--- src/verilog/mi_exec_pkg.sv ---
// Purpose: shared constants and types for the instruction execute block
// Assumes: 12-bit instruction word, 8-bit data path, 11-bit program counter
// Notes:   opcode patterns are kept here so the decoder has them in one place
package mi_exec_pkg;

    localparam int INSTR_W    = 12;
    localparam int DATA_W     = 8;
    localparam int PC_W       = 11;
    localparam int FADDR_W    = 5;

    // operand field positions
    localparam int FADDR_LSB  = 0;
    localparam int DEST_BIT   = 5;
    localparam int LIT_LSB    = 0;
    localparam int JUMP_W     = 9;
    localparam int PAGE_W     = 2;

    // opcode patterns and the masks that select their fixed bits
    localparam logic [INSTR_W-1:0] NOP_PAT     = 12'h000;
    localparam logic [INSTR_W-1:0] NOP_MASK    = 12'hfff;
    localparam logic [INSTR_W-1:0] STORE_PAT   = 12'h020;
    localparam logic [INSTR_W-1:0] STORE_MASK  = 12'hfe0;
    localparam logic [INSTR_W-1:0] OR_F_PAT    = 12'h100;
    localparam logic [INSTR_W-1:0] MOVE_F_PAT  = 12'h200;
    localparam logic [INSTR_W-1:0] INC_SKZ_PAT = 12'h3c0;
    localparam logic [INSTR_W-1:0] FD_MASK     = 12'hfc0;
    localparam logic [INSTR_W-1:0] JUMP_PAT    = 12'ha00;
    localparam logic [INSTR_W-1:0] JUMP_MASK   = 12'he00;
    localparam logic [INSTR_W-1:0] LOAD_L_PAT  = 12'hc00;
    localparam logic [INSTR_W-1:0] OR_L_PAT    = 12'hd00;
    localparam logic [INSTR_W-1:0] LIT_MASK    = 12'hf00;

    // values after reset, and the increment constants ONE and PC_STEP
    localparam logic [PC_W-1:0]    PC_RST      = 11'h000;
    localparam logic [DATA_W-1:0]  ACC_RST     = 8'h00;
    localparam logic               ZERO_RST    = 1'b0;
    localparam logic [DATA_W-1:0]  ONE         = 8'h01;
    localparam logic [PC_W-1:0]    PC_STEP     = 11'h001;

    typedef enum logic [2:0] {
        OP_NOP,
        OP_STORE_ACC,
        OP_OR_FILE,
        OP_MOVE_FILE,
        OP_INC_SKZ,
        OP_JUMP,
        OP_LOAD_LIT,
        OP_OR_LIT
    } op_e;

    // one executed result, as the datapath hands it to the sequencer
    typedef struct packed {
        logic              accWr;
        logic              fileWr;
        logic [DATA_W-1:0] value;
        logic              zeroWr;
        logic              zero;
        logic              skip;
    } exec_s;

endpackage : mi_exec_pkg

--- src/verilog/mi_exec.sv ---
// Purpose: execute stage for a small subset of a 12-bit instruction set
// Assumes: fetch presents one instruction per cycle with its file operand
// Notes:   accumulator, zero flag and program counter live here
//          a discarded slot still steps pc, as fetch has already moved on
//
// Operation
// - increment-skip adds one to file register, result to dest, no flags
// - increment-skip with zero result discards next fetched instruction, two cycles
// - jump loads 9-bit operand into counter bits 8 down to 0
// - jump copies status bits 6 and 5 into counter bits 10 and 9
// - jump takes two cycles and changes no flags
// - or-literal ORs accumulator with literal into accumulator, updates zero
// - or-file ORs accumulator with file register to dest, updates zero
// - dest bit zero means accumulator, one means file register
// - store-accumulator copies accumulator into file register, no flags
// - move-file sends file register to dest, zero flag from value
// - move-file to itself keeps value, zero flag still updated
// - load-literal puts literal into accumulator, no flags
`timescale 1ns/1ps
module mi_exec
    import mi_exec_pkg::*;
(
    // clock and reset
    input  wire logic               clk,
    input  wire logic               srst,
    // from fetch
    input  wire logic               instrValid,
    input  wire logic [INSTR_W-1:0] instr,
    input  wire logic [DATA_W-1:0]  fileRdData,
    input  wire logic [PAGE_W-1:0]  statusPage,
    // to register file
    output logic                    fileWrEn,
    output logic [FADDR_W-1:0]      fileWrAddr,
    output logic [DATA_W-1:0]       fileWrData,
    // core state
    output logic [DATA_W-1:0]       acc,
    output logic                    zeroFlag,
    output logic                    zeroWrEn,
    output logic [PC_W-1:0]         pc,
    output logic                    squash,
    output logic                    illegal
);

    // sequencer: run, or drop the one slot that follows a redirect
    typedef enum logic {
        ST_RUN,
        ST_DISCARD
    } seq_e;

    // first match wins; the patterns do not overlap, so the order is free
    function automatic op_e decodeOp(input logic [INSTR_W-1:0] w);
        op_e o;
        o = OP_NOP;
        if ((w & STORE_MASK) == STORE_PAT) begin
            o = OP_STORE_ACC;
        end else if ((w & FD_MASK) == OR_F_PAT) begin
            o = OP_OR_FILE;
        end else if ((w & FD_MASK) == MOVE_F_PAT) begin
            o = OP_MOVE_FILE;
        end else if ((w & FD_MASK) == INC_SKZ_PAT) begin
            o = OP_INC_SKZ;
        end else if ((w & JUMP_MASK) == JUMP_PAT) begin
            o = OP_JUMP;
        end else if ((w & LIT_MASK) == LOAD_L_PAT) begin
            o = OP_LOAD_LIT;
        end else if ((w & LIT_MASK) == OR_L_PAT) begin
            o = OP_OR_LIT;
        end
        return o;
    endfunction : decodeOp

    // unknown words still run, as a nop, but raise the illegal pulse
    function automatic logic isKnown(input logic [INSTR_W-1:0] w);
        return ((w & NOP_MASK) == NOP_PAT) || (decodeOp(w) != OP_NOP);
    endfunction : isKnown

    // state registers
    seq_e                  seq_q;
    seq_e                  seq_d;
    logic [DATA_W-1:0]     acc_q;
    logic [DATA_W-1:0]     acc_d;
    logic                  zero_q;
    logic                  zero_d;
    logic                  zeroWr_q;
    logic                  zeroWr_d;
    logic [PC_W-1:0]       pc_q;
    logic [PC_W-1:0]       pc_d;
    logic                  fileWr_q;
    logic                  fileWr_d;
    logic [FADDR_W-1:0]    fileAddr_q;
    logic [DATA_W-1:0]     fileData_q;
    logic                  illegal_q;
    logic                  illegal_d;

    // decode and datapath nets
    wire  logic               discarding;
    wire  logic               execute;
    wire  op_e                opRaw;
    wire  op_e                op;
    wire  exec_s              res;
    wire  logic               isJump;
    wire  logic               skipTaken;
    wire  logic [FADDR_W-1:0] fileAddr;
    wire  logic [JUMP_W-1:0]  jumpField;
    wire  logic [PC_W-1:0]    jumpTarget;
    wire  logic [PC_W-1:0]    pcNext;

    // a discarded slot runs as a nop whatever was fetched into it
    assign discarding = (seq_q == ST_DISCARD);
    assign execute    = instrValid && !discarding;
    assign opRaw      = decodeOp(instr);
    assign op         = execute ? opRaw : OP_NOP;
    assign isJump     = (op == OP_JUMP);
    assign skipTaken  = res.skip;
    assign fileAddr   = instr[FADDR_LSB +: FADDR_W];
    assign jumpField  = instr[JUMP_W-1:0];
    // page bits come straight from status, no carry into them from the field
    assign jumpTarget = {statusPage, jumpField};
    assign pcNext     = pc_q + PC_STEP;

    // datapath sees a nop in any slot that does not execute
    mi_alu u_alu (
        .op     (op),
        .instr  (instr),
        .acc    (acc_q),
        .fileRd (fileRdData),
        .res    (res)
    );

    // next state; a slot with instrValid low leaves everything alone
    always_comb begin
        seq_d     = seq_q;
        acc_d     = res.accWr ? res.value : acc_q;
        zero_d    = res.zeroWr ? res.zero : zero_q;
        zeroWr_d  = res.zeroWr;
        fileWr_d  = res.fileWr;
        // illegal is judged only on slots that really execute
        illegal_d = execute && !isKnown(instr);
        pc_d      = pc_q;
        if (instrValid) begin
            unique case (seq_q)
                ST_RUN: begin
                    if (isJump) begin
                        // fetched successor is stale after a branch
                        pc_d  = jumpTarget;
                        seq_d = ST_DISCARD;
                    end else if (skipTaken) begin
                        pc_d  = pcNext;
                        seq_d = ST_DISCARD;
                    end else begin
                        pc_d  = pcNext;
                    end
                end
                ST_DISCARD: begin
                    // fetch now holds the target or the skipped word,
                    // so the counter steps past it as usual
                    pc_d  = pcNext;
                    seq_d = ST_RUN;
                end
            endcase
        end
    end

    // sequencer and program counter
    always_ff @(posedge clk) begin
        if (srst) begin
            seq_q <= ST_RUN;
            pc_q  <= PC_RST;
        end else begin
            seq_q <= seq_d;
            pc_q  <= pc_d;
        end
    end

    // accumulator and zero flag, the only core state written here
    always_ff @(posedge clk) begin
        if (srst) begin
            acc_q  <= ACC_RST;
            zero_q <= ZERO_RST;
        end else begin
            acc_q  <= acc_d;
            zero_q <= zero_d;
        end
    end

    // one-cycle strobes
    always_ff @(posedge clk) begin
        if (srst) begin
            zeroWr_q  <= 1'b0;
            illegal_q <= 1'b0;
        end else begin
            zeroWr_q  <= zeroWr_d;
            illegal_q <= illegal_d;
        end
    end

    // write-back port; address and data load every cycle, only the strobe matters
    always_ff @(posedge clk) begin
        if (srst) begin
            fileWr_q   <= 1'b0;
            fileAddr_q <= '0;
            fileData_q <= ACC_RST;
        end else begin
            fileWr_q   <= fileWr_d;
            fileAddr_q <= fileAddr;
            fileData_q <= res.value;
        end
    end

    // write-back is one cycle late; the register file must forward it
    assign fileWrEn   = fileWr_q;
    assign fileWrAddr = fileAddr_q;
    assign fileWrData = fileData_q;
    assign acc        = acc_q;
    assign zeroFlag   = zero_q;
    assign zeroWrEn   = zeroWr_q;
    assign pc         = pc_q;
    assign squash     = (seq_q == ST_DISCARD);
    assign illegal    = illegal_q;

endmodule : mi_exec

--- src/verilog/mi_alu.sv ---
// Purpose: datapath for the executed subset, purely combinational
// Assumes: fileRd already holds the register addressed by the instruction
// Notes:   no flag other than zero is ever touched here
`timescale 1ns/1ps
module mi_alu
    import mi_exec_pkg::*;
(
    // decoded instruction
    input  wire op_e                op,
    input  wire logic [INSTR_W-1:0] instr,
    // operands
    input  wire logic [DATA_W-1:0]  acc,
    input  wire logic [DATA_W-1:0]  fileRd,
    // result
    output exec_s                   res
);

    wire logic              toFile;
    wire logic [DATA_W-1:0] literal;
    wire logic [DATA_W-1:0] incSum;
    wire logic [DATA_W-1:0] orFile;
    wire logic [DATA_W-1:0] orLit;

    assign toFile  = instr[DEST_BIT];
    assign literal = instr[LIT_LSB +: DATA_W];
    assign incSum  = fileRd + ONE;
    assign orFile  = acc | fileRd;
    assign orLit   = acc | literal;

    always_comb begin
        res = '0;
        unique case (op)
            OP_INC_SKZ: begin
                res.value  = incSum;
                res.accWr  = !toFile;
                res.fileWr = toFile;
                res.skip   = (incSum == '0);
            end
            OP_OR_LIT: begin
                res.value  = orLit;
                res.accWr  = 1'b1;
                res.zeroWr = 1'b1;
                res.zero   = (orLit == '0);
            end
            OP_OR_FILE: begin
                res.value  = orFile;
                res.accWr  = !toFile;
                res.fileWr = toFile;
                res.zeroWr = 1'b1;
                res.zero   = (orFile == '0);
            end
            OP_STORE_ACC: begin
                res.value  = acc;
                res.fileWr = 1'b1;
            end
            OP_MOVE_FILE: begin
                // writing the unchanged value back keeps it intact
                res.value  = fileRd;
                res.accWr  = !toFile;
                res.fileWr = toFile;
                res.zeroWr = 1'b1;
                res.zero   = (fileRd == '0);
            end
            OP_LOAD_LIT: begin
                res.value  = literal;
                res.accWr  = 1'b1;
            end
            OP_NOP, OP_JUMP: begin
                res = '0;
            end
        endcase
    end

endmodule : mi_alu

--- config.mk ---
export PLATFORM = sky130hd
export DESIGN_NAME = mi_exec
export DESIGN_NICKNAME = d
export VERILOG_FILES = /design/src/verilog/mi_exec_pkg.sv /design/src/verilog/mi_exec.sv /design/src/verilog/mi_alu.sv
export SDC_FILE = /design/constraint.sdc
export NUM_CORES = 1
export LEC_CHECK = 0
export ABC_AREA = 0
export BUFFER_PORTS_ARGS = -buffer_cell sky130_fd_sc_hd__buf_2
export CAP_MARGIN = 20
export CORE_MARGIN = 2
export CORE_UTILIZATION = 52
export DETAILED_ROUTE_END_ITERATION = 10
export HOLD_SLACK_MARGIN = 0.12
export PLACE_DENSITY = 0.76
export SYNTH_ARGS = -nofsm -noshare
export SYNTH_HDL_FRONTEND = slang
export SYNTH_HIERARCHICAL = 1
export SYNTH_SLANG_ARGS = --single-unit
--- constraint.sdc ---
create_clock -name clk -period 3.3 [get_ports clk]
set_clock_uncertainty 0.1 [all_clocks]
set_input_delay 0.66 -clock clk [delete_from_list [all_inputs] [get_ports clk]]
set_output_delay 0.66 -clock clk [all_outputs]
set_load 0.005 [all_outputs]
==> impl_metrics.env <==
export IMPL_critPathLaunchType="input port"
export IMPL_worst_pin_slew_ns=0.950
export IMPL_fin_ws_ns=0.451
export IMPL_io_buffers=61
export IMPL_synth_seq_cells=37
export IMPL_place_ws_ns=0.149
export IMPL_clk_latency_ns=0.29
export IMPL_clk_pin_slew_worst_paths_ns=0.07
export IMPL_die_width_um=69.9
export IMPL_drive_gt1_frac=0.253
export IMPL_grt_total_usage=0.248
export IMPL_dieArea_mm2=0.00488
export IMPL_cpPeakStageDelay_ns=0.57
export IMPL_wl_mm=5.92
export IMPL_syn_num_nets=303
export IMPL_htreeDepth=2
export IMPL_wl_per_cell_um=15.5
export IMPL_dp_hpwl_mm=4.22
export IMPL_rows=23
export IMPL_slowest_stage="or4_4"
export IMPL_hold_buffers=0
export IMPL_setup_viol_count_final=0
export IMPL_power_density_mw_per_mm2=404
export IMPL_slew_headroom=0.365
export IMPL_dieHeight_um=69.9
export IMPL_r2r_setup_slack_ns=1.14
export IMPL_critPathBufInv=2
export IMPL_cp_cell_sequence="buf_2 -> or4_4 -> nor4b_4 -> nor2_1 -> nor2_1 -> buf_4 -> xnor2_1 -> o21ai_2 -> a222oi_1 -> a21oi_1 -> mux2i_1 -> nor2_1"
export IMPL_power_leakage_nw=1.22
export IMPL_endpoint_kind="register"
export IMPL_design_core_area_mm2=0.00409
export IMPL_clk_path_buf_depth=2
export IMPL_fin_crit_sh=0.863
export IMPL_status="finished clean"
export IMPL_vias=2261
export IMPL_root_buffer="clkbuf_8"
export IMPL_crit_fanout=9
export IMPL_area_growth_pct=21.5
export IMPL_synth_area_mm2=0.00226
export IMPL_cp_data_arrival_time_ns=2.90
export IMPL_hold_viol=0
export IMPL_synthDistinctLibCells=44
export IMPL_cpMostUsedCell="nor2_1"
export IMPL_place_congestion=0.862
export IMPL_antenna_found_initial=0
export IMPL_grt_max_degree=39
export IMPL_ys_seq_area_frac=0.328
export IMPL_first_pass_iters=7
export IMPL_rsz0062_at_grt="no"
export IMPL_grt_pass1_wl_mm=9.83
export IMPL_synthDominantCellAreaShare=0.328
export IMPL_grt_pass1_vias=2085
export IMPL_holdWs_ns=0.403
export IMPL_cts_tree="yes"
export IMPL_drt_iter0_drc=144
export IMPL_final_cell_mix="61 x buf_2, 37 x dfxtp_1, 30 x nor2_1, 22 x nor2b_1, 16 x a21oi_1"
export IMPL_vias_per_cell=5.92
export IMPL_final_util=0.671
export IMPL_synth_area_per_cell_um2=8.24
export IMPL_hp_class="register to register"
export IMPL_path_class="input port to register"
export IMPL_nNetsFinal=360
export IMPL_drv_slew=0
export IMPL_clkSinkCount=37
export IMPL_ys_top_cells_by_area="dfxtp_1 33%, mux2i_1 6.7%, nor2b_1 6.1%"
export IMPL_yosysWarnings=6
export IMPL_yosysTopAreaCell="dfxtp_1"
export IMPL_ir_worst_vdd_mv=0.243
export IMPL_ioPinCount=62
export IMPL_cts_buffers=5
export IMPL_fin_tns_setup_ns=0
export IMPL_antenna_cells=0
export IMPL_overflow=0
export IMPL_cp_data_required_time_ns=3.35
export IMPL_syn_inst=274
export IMPL_start_util=0.552
export IMPL_cts_resized=0
export IMPL_cap_violations=0
export IMPL_postCtsSetupRepairBufs=0
export IMPL_antenna_left=0
export IMPL_final_common_cell="buf_2"
export IMPL_drc=0
export IMPL_fmax_ghz=0.351
export IMPL_crit_family="simple AND/OR/NAND/NOR gates"
export IMPL_period_needed_ns=2.85
==> cell usage after synthesis (all sizes together) <==
master / n
nand3b: 2
o211a: 1
nor4b: 4
o2111a: 1
a222oi: 8
inv: 10
nor2: 30
nor3: 8
or3: 4
nand4: 1
a22o: 1
buf: 10
nor4: 6
mux2i: 15
and2b: 1
and3: 2
a21oi: 16
dfxtp: 37
o31a: 1
nand4b: 3
nand2b: 7
a311oi: 2
a21o: 7
xnor2: 6
xor2: 3
a31oi: 7
or4: 2
o21ai: 6
and2: 1
a21boi: 4
o211ai: 5
nand2: 15
nor2b: 22
o32ai: 4
clkbuf: 9
ha: 4
nand3: 9
==> path summary, 6_finish.rpt <==
path | start | cells after the start | endpoint
worst min-delay path | zeroFlag | 2 | zeroFlag
worst max register to register | squash | 8 | acc[5]
worst min register to register | zeroFlag | 2 | zeroFlag
worst max-delay path | instr[6] | 12 | acc[6]
==> power by group <==
part | switching, mW | internal, mW | leakage [nW]
registers | 0.00902 | 0.461 | 0.301
logic | 0.0975 | 0.0730 | 0.847
clock network | 0.166 | 0.300 | 0.0681
total | 0.272 | 0.834 | 1.22
==> per-layer routing <==
layer	wire length (um)	GRT usage	share of wire
met5	0	0	0
met4	71	0.0812	0.012
met3	464	0.0577	0.078
met2	2720	0.390	0.46
met1	2660	0.334	0.45
==> kinds of logic after synthesis <==
| family | after synthesis | synth area share |
|---|---|---|
| compound gates | 63 | 0.207 |
| simple gates | 117 | 0.285 |
| mux | 15 | 0.0665 |
| buf+inv | 29 | 0.0565 |
| xor+xnor | 9 | 0.0349 |
| fa+ha+maj | 4 | 0.0222 |
| flops | 37 | 0.328 |
==> metrics by stage <==
stage               cell area (um2)  std cells  power (mW)
floorplan                      2260        274       0.581
global placement               2610        374       0.645
detailed placement             2610        374       0.648
CTS                            2740        382        1.11
global route                   2740        382        1.15
finish                         2740        382        1.11
==> sequential cells by signal (all words and copies together), names as in the netlist <==
name	flops
acc	8
fileWrAddr	5
fileWrData	8
fileWrEn	1
illegal	1
pc	11
squash	1
zeroFlag	1
zeroWrEn	1
==> worst reg2reg max path: cells and delay by family, from the launching register on <==
family,cells,cell delay [ns]
compound gates,2,0.42
buf+inv,1,0.19
flops,1,0.34
mux,1,0.15
simple gates,4,0.84
==> cell type report <==
| cell class | instances | area [um2] |
|---|---|---|
| Clock buffer | 5 | 68.8 |
| Clock inverter | 3 | 65.1 |
| Fill cell | 363 | 1350 |
| Inverter | 10 | 37.5 |
| Multi-Input combinational cell | 208 | 1390 |
| Sequential cell | 37 | 741 |
| Tap cell | 50 | 62.6 |
| Timing Repair Buffer | 69 | 378 |
No activity file was read; power rests on OpenSTA's default activity.
